===== src/logic/hpp_pkg.sv =====
// constants for the host parallel port block
package hpp_pkg;
    localparam int HPP_DATA_W = 8;
    localparam logic [7:0] HPP_LATCH_RST = 8'h00;
    localparam logic [2:0] HPP_DIR_INPUTS = 3'h7;
    localparam int HPP_SYNC_STAGES = 2;
    localparam int HPP_STROBES = 3;
    localparam int HPP_CS_BIT = 2;
    localparam int HPP_RD_BIT = 1;
    localparam int HPP_WR_BIT = 0;
    localparam logic HPP_STROBE_IDLE = 1'b1;
    localparam logic HPP_FLAG_RST = 1'b0;
    typedef enum logic [1:0] {HPP_IDLE, HPP_WRITE, HPP_READ} hpp_state_t;
endpackage


===== src/logic/hpp_parallel_slave_port.sv =====
// byte-wide slave port letting an external processor access the port latch
`timescale 1ns/10ps
`default_nettype none

// What this block does
// - with mode enable set and all three control pins as inputs, the eight data pins act as a slave port.
// - reads and writes accepted anytime, driven only by the strobes.
// - external processor writes the host byte and reads the port latch, as whole bytes.
// - write runs from first select-and-write low until either seen high.
// - write end sets port access flag and input buffer full.
// - read start drives latch onto pins and sets output buffer full.
// - firmware write during read drives new byte out, leaves output full clear.
// - read end releases data pins and sets port access flag.
module hpp_parallel_slave_port
    import hpp_pkg::*;
(
    input wire logic ref_clk_in,
    input wire logic nrst_in,
    input wire logic parallel_port_mode_enable_in,
    input wire logic [2:0] control_pin_direction_in,
    input wire logic cs_n_in,
    input wire logic rd_n_in,
    input wire logic wr_n_in,
    input wire logic [7:0] data_pin_in,
    output logic [7:0] data_pin_out,
    output logic data_pin_oe_out,
    input wire logic latch_wr_in,
    input wire logic [7:0] latch_wdata_in,
    output logic [7:0] byte_port_latch_out,
    input wire logic latch_rd_in,
    output logic [7:0] host_byte_out,
    input wire logic port_access_flag_clr_in,
    input wire logic output_buffer_full_clr_in,
    output logic input_buffer_full_out,
    output logic output_buffer_full_out,
    output logic port_access_flag_out
);

    ////////////////////////////////////////////////////////////////////////////
    // true when chip select and the given strobe are both low
    function automatic logic pair_low(input logic sel_n, input logic strb_n);
        return !sel_n && !strb_n;
    endfunction

    // raw strobes in one vector: chip select, read, write
    wire [HPP_STROBES-1:0] strobe_raw_n;
    wire [HPP_STROBES-1:0] strobe_sync_n;
    logic [7:0] wr_data_r;

    assign strobe_raw_n[HPP_CS_BIT] = cs_n_in;
    assign strobe_raw_n[HPP_RD_BIT] = rd_n_in;
    assign strobe_raw_n[HPP_WR_BIT] = wr_n_in;

    // one chain per strobe; stage one feeds nothing but stage two
    // strobes reset to their idle high level so no false edge follows reset
    for (genvar i = 0; i < HPP_STROBES; i++) begin : g_sync
        logic [HPP_SYNC_STAGES-1:0] chain_r;

        always_ff @(posedge ref_clk_in or negedge nrst_in) begin
            if (!nrst_in) begin
                chain_r <= {HPP_SYNC_STAGES{HPP_STROBE_IDLE}};
            end else begin
                chain_r <= {chain_r[HPP_SYNC_STAGES-2:0], strobe_raw_n[i]};
            end
        end

        assign strobe_sync_n[i] = chain_r[HPP_SYNC_STAGES-1];
    end

    // data sampled every cycle the raw strobes say write; last one before release wins
    // raw pins used so the byte is caught while write is still low; the
    // trade is that the host must hold data steady up to the last clock edge before release
    wire raw_wr_low = pair_low(cs_n_in, wr_n_in);

    always_ff @(posedge ref_clk_in or negedge nrst_in) begin
        if (!nrst_in) begin
            wr_data_r <= HPP_LATCH_RST;
        end else if (raw_wr_low) begin
            wr_data_r <= data_pin_in;
        end
    end

    ////////////////////////////////////////////////////////////////////////////
    // decoded strobe levels; port only works with mode on and pins as inputs
    wire port_on = parallel_port_mode_enable_in
                   && (control_pin_direction_in == HPP_DIR_INPUTS);
    wire cs_sync_n = strobe_sync_n[HPP_CS_BIT];
    wire rd_sync_n = strobe_sync_n[HPP_RD_BIT];
    wire wr_sync_n = strobe_sync_n[HPP_WR_BIT];
    wire wr_act = port_on && pair_low(cs_sync_n, wr_sync_n);
    wire rd_act = port_on && pair_low(cs_sync_n, rd_sync_n);

    hpp_state_t state_r;
    hpp_state_t state_nxt;

    // write has priority if both strobes low; host must not do that
    always_comb begin
        state_nxt = state_r;
        case (state_r)
            HPP_IDLE: begin
                if (wr_act) begin
                    state_nxt = HPP_WRITE;
                end else if (rd_act) begin
                    state_nxt = HPP_READ;
                end
            end
            HPP_WRITE: begin
                if (!wr_act) begin
                    state_nxt = HPP_IDLE;
                end
            end
            HPP_READ: begin
                if (!rd_act) begin
                    state_nxt = HPP_IDLE;
                end
            end
            default: state_nxt = HPP_IDLE;
        endcase
    end

    wire wr_end = (state_r == HPP_WRITE) && (state_nxt == HPP_IDLE);
    wire rd_start = (state_r == HPP_IDLE) && (state_nxt == HPP_READ);
    wire rd_end = (state_r == HPP_READ) && (state_nxt == HPP_IDLE);
    wire in_read = (state_r == HPP_READ);

    ////////////////////////////////////////////////////////////////////////////
    // latch and flags; hardware set wins over a same-cycle clear
    logic [7:0] latch_r;
    logic [7:0] host_byte_r;
    logic in_full_r;
    logic out_full_r;
    logic paf_r;
    logic oe_r;

    // flag set and clear terms
    wire in_full_set = wr_end;
    wire in_full_clr = latch_rd_in;
    // firmware reload on the read's first edge keeps output full from setting
    wire out_full_set = rd_start && !latch_wr_in;
    // a reload later in the read takes the flag back down
    wire out_full_clr = output_buffer_full_clr_in || (in_read && latch_wr_in);
    wire paf_set = wr_end || rd_end;
    wire paf_clr = port_access_flag_clr_in;

    // state register
    always_ff @(posedge ref_clk_in or negedge nrst_in) begin
        if (!nrst_in) begin
            state_r <= HPP_IDLE;
        end else begin
            state_r <= state_nxt;
        end
    end

    // port latch, written by firmware only
    always_ff @(posedge ref_clk_in or negedge nrst_in) begin
        if (!nrst_in) begin
            latch_r <= HPP_LATCH_RST;
        end else if (latch_wr_in) begin
            latch_r <= latch_wdata_in;
        end
    end

    // byte from the host, moved over only once the write has ended
    always_ff @(posedge ref_clk_in or negedge nrst_in) begin
        if (!nrst_in) begin
            host_byte_r <= HPP_LATCH_RST;
        end else if (wr_end) begin
            host_byte_r <= wr_data_r;
        end
    end

    // input buffer full; firmware read of the byte clears it
    always_ff @(posedge ref_clk_in or negedge nrst_in) begin
        if (!nrst_in) begin
            in_full_r <= HPP_FLAG_RST;
        end else if (in_full_set) begin
            in_full_r <= 1'b1;
        end else if (in_full_clr) begin
            in_full_r <= 1'b0;
        end
    end

    // output buffer full
    always_ff @(posedge ref_clk_in or negedge nrst_in) begin
        if (!nrst_in) begin
            out_full_r <= HPP_FLAG_RST;
        end else if (out_full_set) begin
            out_full_r <= 1'b1;
        end else if (out_full_clr) begin
            out_full_r <= 1'b0;
        end
    end

    // port access flag, raised at the end of either kind of access
    always_ff @(posedge ref_clk_in or negedge nrst_in) begin
        if (!nrst_in) begin
            paf_r <= HPP_FLAG_RST;
        end else if (paf_set) begin
            paf_r <= 1'b1;
        end else if (paf_clr) begin
            paf_r <= 1'b0;
        end
    end

    // pin drive follows the next state so it starts and stops with the read
    always_ff @(posedge ref_clk_in or negedge nrst_in) begin
        if (!nrst_in) begin
            oe_r <= HPP_FLAG_RST;
        end else begin
            oe_r <= (state_nxt == HPP_READ);
        end
    end

    // pins show the live latch so a mid-read update goes straight out
    assign data_pin_out = latch_r;
    assign data_pin_oe_out = oe_r;
    assign byte_port_latch_out = latch_r;
    assign host_byte_out = host_byte_r;
    assign input_buffer_full_out = in_full_r;
    assign output_buffer_full_out = out_full_r;
    assign port_access_flag_out = paf_r;

endmodule

`default_nettype wire


===== config.mk =====
export PLATFORM = sky130hd
export DESIGN_NAME = hpp_parallel_slave_port
export DESIGN_NICKNAME = d
export VERILOG_FILES = /design/src/logic/hpp_pkg.sv /design/src/logic/hpp_parallel_slave_port.sv
export SDC_FILE = /design/constraint.sdc
export NUM_CORES = 1
export LEC_CHECK = 0
export BUFFER_PORTS_ARGS = -buffer_cell sky130_fd_sc_hd__buf_4
export CORE_UTILIZATION = 35
export DETAILED_ROUTE_END_ITERATION = 16
export HOLD_SLACK_MARGIN = 0.05
export PLACE_DENSITY = 0.68
export SETUP_SLACK_MARGIN = 0.05
export SLEW_MARGIN = 20
export SYNTH_ARGS = -nofsm -noshare
export SYNTH_HDL_FRONTEND = slang
export SYNTH_SLANG_ARGS = --single-unit

===== constraint.sdc =====
create_clock -name ref_clk_in -period 1.75 [get_ports ref_clk_in]
set_input_delay 0.2625 -clock ref_clk_in [delete_from_list [all_inputs] [get_ports ref_clk_in]]
set_output_delay 0.2625 -clock ref_clk_in [all_outputs]
set_load 0.02 [all_outputs]

==> metrics, run 1 <==
outcome completed; post-synthesis register bit count 36; TritonCTS clock tree built; count of cell types in the netlist 18; Clock transition at path regs 0.07 ns; sw frac 0.257; slowest cell on the critical path o311ai_4; slew margin rel. 0.629; final hold viol count 0; fraction of layout cells with a size suffix above 1 0.664; Ys Warns 0; Synth area leader dfrtp_1; FF+latch area 908 um^2; crit path kind flop to flop; CP required 1.92 ns; area of the multi-input gates 404 um^2; DP Cell Count 185; Max Slew Vio Count 0; CORE AREA 0.00374 mm^2; I/O Pins 57; CP Cell Sequence nand2b_1 -> o311ai_4 -> mux2_2; first-pass GRT wire length 4.00 mm; path type of the worst min-delay path input pin to flop; Worst VDD drop 0.000581 V; clk_skew 0.00532 ns; GR Overflow Total 0; dpl hpwl 1.84 mm; initial antenna violation count 0; Hold Path Origin rd_n_in; Die Span Y 65.1 um; max-cap viol count 0; area growth from synthesis to layout 39.1%; P_int 1.58 mW; first drt pass iteration count 2; Area contributors post-synth dfrtp_1 54%, mux2_2 19%, dfstp_2 11%; clock root buffer clkbuf_8; crit-path max cell delay 0.51 ns; Avg WL per Cell 12.8 um; PwrDens 1090 mW/mm^2; post-synthesis instance total 89; power share of the sequential group 0.471; vias in the first global route 881; port bufs 56; CTS max path bufs 2; Crit. End Element flop; Chip Width 65.1 um; leak pwr 0.914 nW; largest net degree at the start of global routing 37; die area 0.00424 mm^2; Buf/Inv on CP 0; top-area cell type share of the netlist area 0.538; Nets 174; non-filler instance count after layout 194; drt initial violations 11; CP Launch Point g_sync[2].chain_r[1]$_DFF_PN1_; post-synthesis sequential area ratio 0.651; crit path DAT 1.77 ns; Clock Sinks 36; post-CTS setup buffers 0; Clk network pwr share 0.334; final wirelength 2.49 mm; Startpoint Class flop; # rows 22; setup TNS 0 ns; CP Max Fanout 10; Total GRT Usage 0.129; Mean Syn Cell Area 15.7 um^2; fmax 0.627 GHz; Reg-to-Reg Start g_sync[2].chain_r[1]$_DFF_PN1_; Ant. Diodes 0; Synthesized Nets 118; Fill cells 327; CTS H-tree lvls 2; final setup fails 0; Final Cycle Share 0.911; clock latency on the worst-skew pair 0.29 ns; Top delay family on crit path compound AO/OA/AOI/OAI gates; RSZ-0062 raised after global routing no; Comb pwr share 0.196; Vias/cell 4.46; Starting Density 0.373; Syn Std Cell Area 0.00140 mm^2; vias after detailed routing 865; remaining antenna violation count 0; post-route minimum period 1.59 ns; routability cong. 0.724; Switch Pwr 0.544 mW; CTS buffer count 5; Worst Tran Pin Value 0.555 ns; DRC 0
[cells in the mapped netlist]
| library cell | n |
|---|---|
| inv_1 | 5 |
| buf_4 | 8 |
| nand2b_1 | 1 |
| mux2_2 | 24 |
| nand4bb_1 | 1 |
| nor4b_1 | 1 |
| o31ai_1 | 1 |
| nor3b_1 | 2 |
| o311ai_0 | 1 |
| dfrtp_1 | 30 |
| nor4_1 | 1 |
| o311ai_4 | 1 |
| nor2_1 | 2 |
| nand3_4 | 1 |
| dfstp_2 | 6 |
| clkbuf_1 | 1 |
| o21ai_0 | 2 |
| o221ai_1 | 1 |
[stage by stage]
| stage | worst slack [ns] | total power [mW] | hold slack [ns] | utilization | area, um^2 |
|---|---|---|---|---|---|
| floorplan | 0.317 | 1.23 | -0.0331 | - | 1400 |
| global placement | 0.221 | 1.42 | 0.230 | 0.486 | 1820 |
| detailed placement | 0.142 | 1.43 | 0.238 | 0.486 | 1820 |
| CTS | 0.138 | 2.15 | 0.0682 | 0.518 | 1940 |
| global route | 0.0710 | 2.22 | 0.0662 | 0.518 | 1940 |
| finish | 0.156 | 2.12 | 0.0787 | 0.518 | 1940 |
[path summary, 6_finish.rpt]
check | slack [ns] | end | depth (start not counted)
max | 0.16 | host_byte_out[4]$_DFFE_PN0P_ | 3
min | 0.08 | g_sync[1].chain_r[0]$_DFF_PN1_ | 1
max reg2reg | 0.16 | host_byte_out[4]$_DFFE_PN0P_ | 3
min reg2reg | 0.36 | g_sync[1].chain_r[1]$_DFF_PN1_ | 0
max in group asynchronous | 0.95 | g_sync[0].chain_r[1]$_DFF_PN1_ | 2
min in group asynchronous | 0.46 | byte_port_latch_out[6]$_DFFE_PN0P_ | 2
[layout by cell type (no fill, tap or decap), types with 2 or more instances in the layout]
master,count
nor3b_1,2
nor2_1,2
buf_4,57
dfstp_2,6
o21ai_0,2
clkbuf_8,5
dfrtp_1,30
inv_1,5
mux2_2,24
[repair_timing]
item	in CTS	in global routing
gates resized for setup	0	0
hold endpoints to repair	30	0
hold buffers	1	0
[metal layers]
layer,GRT usage,vias to the layer above,share of wire
met5,0,-,0
met4,0.0571,0,0.0048
met3,0.0573,2,0.10
met2,0.211,50,0.45
met1,0.146,394,0.45
li1,-,419,-
[cells by family after synthesis]
group	after synthesis	share of synthesized area
AND/OR/NAND/NOR	9	0.0520
flip-flops	36	0.651
buffers and inverters	14	0.0592
AO/OA/AOI/OAI	6	0.0440
multiplexers	24	0.194
[power by group through the flow]
stage                     Sequential, mW  Combinational (mW)  Clock (mW)
after global placement              1.01               0.410           0
after detailed placement            1.01               0.420           0
after global routing                1.01               0.442       0.770
after floorplan                     1.08               0.152           0
final                              0.998               0.415       0.708
after CTS                          0.999               0.421       0.733
[registers in the layout (all words and copies together) (netlist names)]
register / count
input_buffer_full_out: 1
wr_data_r: 8
data_pin_oe_out: 1
g_sync.chain_r: 6
byte_port_latch_out: 8
state_r: 2
output_buffer_full_out: 1
port_access_flag_out: 1
host_byte_out: 8
[cell type report]
type                       instances  area share
sequential                        36       0.468
timing repair buffer              58       0.226
multi-input combinational         39       0.208
clock buffer                       5      0.0355
tap                               48      0.0309
clock inverter                     3      0.0219
inverter                           5     0.00967
No activity file was read; power rests on OpenSTA's default activity.
==> run 2: changes to the inputs <==
==> constraint.sdc (replaced) <==
create_clock -name ref_clk_in -period 1.6 [get_ports ref_clk_in]
set_input_delay 0.24 -clock ref_clk_in [delete_from_list [all_inputs] [get_ports ref_clk_in]]
set_output_delay 0.24 -clock ref_clk_in [all_outputs]
set_load 0.02 [all_outputs]
==> run 2 against run 1 <==
Effect of this change:
- die area stayed put
- sequential power is 9% higher
- flip-flop and latch count stayed put
- critical path depth is 1 higher
- largest cell class unchanged
- critical path type unchanged
- first-iteration DRC count is 36% higher
- hold slack worse by 0.0028 ns
- non-clock buffer count is 3 higher
- highest routed layer unchanged
- clock-buffer cell count is 3 higher
==> metrics, run 2 (synthesis results as in run 1) <==
worst setup path endpoint host_byte_out[0]$_DFFE_PN0P_; Reg-to-Reg Start g_sync[2].chain_r[1]$_DFF_PN1_; vias in the first global route 862; clock root buffer clkbuf_8; CORE AREA 0.00374 mm^2; clk_skew 0.00412 ns; post-CTS setup buffers 0; Ant. Diodes 0; Buf/Inv on CP 1; Resize count post-CTS 0; R2R Setup Slk 0.11 ns; clock latency on the worst-skew pair 0.28 ns; Max Slew Vio Count 0; Starting Density 0.373; largest net degree at the start of global routing 37; vias after detailed routing 905; Total GRT Usage 0.132; power share of the sequential group 0.497; CP Depth 4; PwrDens 1130 mW/mm^2; CP Launch Point g_sync[2].chain_r[1]$_DFF_PN1_; CTS H-tree lvls 2; outcome completed; first-pass GRT wire length 3.96 mm; Clk network pwr share 0.294; Nets 177; Clock Sinks 36; die area 0.00424 mm^2; Clock transition at path regs 0.07 ns; P_int 1.62 mW; most frequent cells in the layout 58 x buf_4, 30 x dfrtp_1, 24 x mux2_2; GR Overflow Total 0; Switch Pwr 0.574 mW; commonest non-fill, non-tap cell in the layout buf_4; Startpoint Class flop; Reg2Reg Depth 4; CTS buffer count 5; sw frac 0.262; Chip Width 65.1 um; Crit. End Element flop; max-cap viol count 0; area of the multi-input gates 404 um^2; CP required 1.77 ns; fraction of layout cells with a size suffix above 1 0.644; crit-path max cell delay 0.37 ns; Reg-to-Reg End host_byte_out[0]$_DFFE_PN0P_; first drt pass iteration count 2; drt initial violations 15; I/O Pins 57; Worst Tran Pin Value 0.457 ns; routability cong. 0.718; area growth from synthesis to layout 39.6%; FF+latch area 908 um^2; Final Cycle Share 0.931; port bufs 56; met2 GRT Util 0.197; CTS max path bufs 2; dpl hpwl 1.83 mm; Top delay family on crit path flip-flops; crit path DAT 1.66 ns; final wirelength 2.50 mm; grt peak-use layer met2; # rows 22; hold_buf cts 1; remaining antenna violation count 0; CP Cell Sequence nand2b_1 -> o311ai_4 -> buf_4 -> mux2_2; DRC 0; TritonCTS clock tree built; CP Max Fanout 10; crit path kind flop to flop; fmax 0.671 GHz; initial antenna violation count 0; post-route minimum period 1.49 ns; final setup fails 0; RSZ-0062 raised after global routing no; final worst setup slack 0.110 ns; Die Span Y 65.1 um; Fill cells 338; path type of the worst min-delay path input pin to flop; setup TNS 0 ns; final hold viol count 0; Vias/cell 4.59; GR Util met3 0.0747; setup slack at placement 0.112 ns; Avg WL per Cell 12.7 um; leak pwr 0.918 nW; slowest cell on the critical path dfstp_2; Worst VDD drop 0.000540 V; Hold Crit Depth 1; slew margin rel. 0.691; met1 Usage GRT 0.151; Comb pwr share 0.209
-- run 2: cell types whose count changed in the layout (fill, tap and decap cells not counted), sizes merged --
cell	before	now
buf	57	58
clkbuf	5	8
clkinv	1	0
clkinvlp	1	0
bufinv	1	0
dlygate4sd3	1	3
-- run 2: layout make-up --
| class | count | share of cell area |
|---|---|---|
| repair buffers | 61 | 0.239 |
| multi-input cells | 39 | 0.208 |
| clock buffers | 8 | 0.0463 |
| inverters | 5 | 0.00964 |
| flip-flops and latches | 36 | 0.467 |
| well taps | 48 | 0.0308 |
-- run 2: metrics by stage --
stage | hold slack, ns | instances | util | total power, mW | cell area [um^2]
finish | 0.0758 | 197 | 0.520 | 2.19 | 1950
global route | 0.0516 | 197 | 0.520 | 2.32 | 1950
CTS | 0.0535 | 195 | 0.515 | 2.23 | 1930
detailed placement | 0.220 | 186 | 0.488 | 1.56 | 1830
global placement | 0.208 | 186 | 0.488 | 1.55 | 1830
floorplan | -0.0556 | 89 | - | 1.34 | 1400
-- run 2: per-layer routing --
| metal | vias up | part of all wire |
|---|---|---|
| met3 | 5 | 0.12 |
| li1 | 421 | - |
| met4 | 0 | 0.016 |
| met5 | - | 0 |
| met2 | 52 | 0.43 |
| met1 | 427 | 0.42 |
-- run 2: power groups by stage --
stage          logic (mW)  clock network [mW]  registers, mW
2_1_floorplan       0.166                   0           1.18
3_3_place_gp        0.449                   0           1.10
3_5_place_dp        0.462                   0           1.10
4_1_cts             0.462               0.673           1.09
5_1_grt             0.490               0.728           1.10
6_report            0.459               0.645           1.09
-- run 2: worst min-delay path by stage --
stage	start	slack [ns]	end
6_report	cs_n_in	0.08	g_sync[2].chain_r[0]$_DFF_PN1_
5_1_grt	cs_n_in	0.05	g_sync[2].chain_r[0]$_DFF_PN1_
4_1_cts	rd_n_in	0.05	g_sync[1].chain_r[0]$_DFF_PN1_
3_5_place_dp	nrst_in	0.22	byte_port_latch_out[2]$_DFFE_PN0P_
3_3_place_gp	nrst_in	0.21	byte_port_latch_out[6]$_DFFE_PN0P_
2_1_floorplan	nrst_in	-0.06	byte_port_latch_out[0]$_DFFE_PN0P_
-- run 2: worst register-to-register path: stages, from the launching register on --
cell	delay (ns)
dfstp_2	0.37
nand2b_1	0.20
o311ai_4	0.23
buf_4	0.22
mux2_2	0.35
==> run 3: changes to the inputs <==
--- a/config.mk
+++ b/config.mk
@@ -10,7 +10,7 @@
 export DETAILED_ROUTE_END_ITERATION = 16
 export HOLD_SLACK_MARGIN = 0.05
 export PLACE_DENSITY = 0.68
-export SETUP_SLACK_MARGIN = 0.05
+export SETUP_SLACK_MARGIN = 0.15
 export SLEW_MARGIN = 20
 export SYNTH_ARGS = -nofsm -noshare
 export SYNTH_HDL_FRONTEND = slang
==> constraint.sdc (replaced) <==
create_clock -name ref_clk_in -period 1.6 [get_ports ref_clk_in]
set_input_delay 0.08 -clock ref_clk_in [delete_from_list [all_inputs] [get_ports ref_clk_in]]
set_output_delay 0.08 -clock ref_clk_in [all_outputs]
set_load 0.02 [all_outputs]
==> run 3 against run 2 <==
Effect of this change:
- cell count is 11% higher
- first-iteration DRC count fell by 13%
- fmax up 2.9%
- sequential power about the same
- global-route usage is 0.71 points higher
- utilization up 6.5 points
- routed wire length rose by 8.4%
- critical path depth stayed put
- design area is 12% higher
- non-clock buffer count increased by 22
- flip-flop and latch count unchanged
- clock power about the same
==> metrics, run 3 (synthesis results as in run 1) <==
outcome completed; Reg-to-Reg End host_byte_out[2]$_DFFE_PN0P_; area growth from synthesis to layout 57.0%; Starting Density 0.373; final worst setup slack 0.152 ns; Chip Width 65.1 um; Min-Delay Endpoint output_buffer_full_out$_DFFE_PN0P_; port bufs 56; Startpoint Class flop; Final Cycle Share 0.905; Vias/cell 4.51; CORE AREA 0.00374 mm^2; Worst VDD drop 0.000670 V; Placed Area 0.00183 mm^2; I/O Pins 57; DP Cell Count 186; crit path DAT 1.62 ns; fmax 0.690 GHz; final hold viol count 0; Total GRT Usage 0.139; Finished Core Util 0.585; clk_skew 0.00168 ns; Die Span Y 65.1 um; RSZ-0062 raised after global routing yes; Nets 199; fraction of layout cells with a size suffix above 1 0.585; non-filler instance count after layout 219; initial antenna violation count 0; drt initial violations 13; Crit. End Element flop; max-cap viol count 0; Tot Pwr 2.25 mW; leak pwr 1.04 nW; area of the multi-input gates 427 um^2; vias in the first global route 972; final setup fails 0; dpl hpwl 1.82 mm; CP Max Fanout 5; Avg WL per Cell 12.4 um; TritonCTS clock tree built; first-pass GRT wire length 4.27 mm; Hold Crit Depth 4; CTS max path bufs 2; Ant. Diodes 0; Worst Tran Pin Value 0.442 ns; GR Overflow Total 0; # rows 22; die area 0.00424 mm^2; clock latency on the worst-skew pair 0.28 ns; slew margin rel. 0.705; FF+latch area 908 um^2; Max Slew Vio Count 0; first drt pass iteration count 3; Reg2Reg Depth 4; setup slack at placement 0.123 ns; hold_ws 0.0908 ns; crit path kind flop to flop; clock root buffer clkbuf_8; Fill cells 314; Clock transition at path regs 0.06 ns; vias after detailed routing 987; setup TNS 0 ns; final wirelength 2.71 mm; CTS buffer count 5; most frequent cells in the layout 59 x buf_4, 30 x dfrtp_1, 22 x dlygate4sd3_1; post-route design area 0.00219 mm^2; CP required 1.77 ns; routability cong. 0.718; largest net degree at the start of global routing 37; DRC 0; PwrDens 1030 mW/mm^2; Hold Path Origin output_buffer_full_clr_in; commonest non-fill, non-tap cell in the layout buf_4; Reg-to-Reg Start g_sync[2].chain_r[1]$_DFF_PN1_; remaining antenna violation count 0; Clock Sinks 36; R2R Setup Slk 0.15 ns; post-route minimum period 1.45 ns; CTS H-tree lvls 2; path type of the worst min-delay path input pin to flop
run 3: worst max path at each step:
stage	startpoint	endpoint	slack (ns)	depth (start not counted)
detailed placement	g_sync[2].chain_r[1]$_DFF_PN1_	host_byte_out[7]$_DFFE_PN0P_	0.12	4
global placement	g_sync[2].chain_r[1]$_DFF_PN1_	host_byte_out[1]$_DFFE_PN0P_	0.18	4
finish	g_sync[2].chain_r[1]$_DFF_PN1_	host_byte_out[2]$_DFFE_PN0P_	0.15	4
CTS	g_sync[2].chain_r[1]$_DFF_PN1_	host_byte_out[2]$_DFFE_PN0P_	0.15	4
global route	g_sync[2].chain_r[1]$_DFF_PN1_	host_byte_out[7]$_DFFE_PN0P_	0.10	4
floorplan	g_sync[2].chain_r[1]$_DFF_PN1_	host_byte_out[0]$_DFFE_PN0P_	0.17	3
run 3: cell type report:
| cell class | instances | area share |
|---|---|---|
| Tap cell | 48 | 0.0274 |
| Clock buffer | 8 | 0.0411 |
| Sequential cell | 36 | 0.415 |
| Multi-Input combinational cell | 39 | 0.195 |
| Inverter | 5 | 0.00857 |
| Timing Repair Buffer | 83 | 0.313 |
run 3: layer usage:
| layer | vias up | global-route usage | wire length [um] | share of wire |
|---|---|---|---|---|
| li1 | 463 | - | - | - |
| met4 | 0 | 0.0734 | 55 | 0.020 |
| met2 | 51 | 0.224 | 1250 | 0.46 |
| met1 | 465 | 0.148 | 1120 | 0.41 |
| met3 | 8 | 0.0712 | 282 | 0.10 |
| met5 | - | 0 | 0 | 0 |
run 3: what timing repair did:
item | in CTS | in global routing
hold buffers | 22 | 0
pin swaps | 0 | 1
endpoints found under the setup margin | 8 | 8
setup buffers | 0 | 2
hold endpoints to repair | 51 | 0
cloned | 0 | 1
gates resized for setup | 1 | 8
run 3: power breakdown:
| part | internal (mW) | total [mW] | switching, mW |
|---|---|---|---|
| Clock | 0.351 | 0.642 | 0.291 |
| Combinational | 0.290 | 0.516 | 0.226 |
| Sequential | 1.03 | 1.09 | 0.0667 |
run 3: critical path, stage by stage, from the launching register on:
cell and delay (ns):
dfstp_2 0.37, nand2b_4 0.15, o311ai_4 0.31, buf_6 0.18
mux2_2 0.33
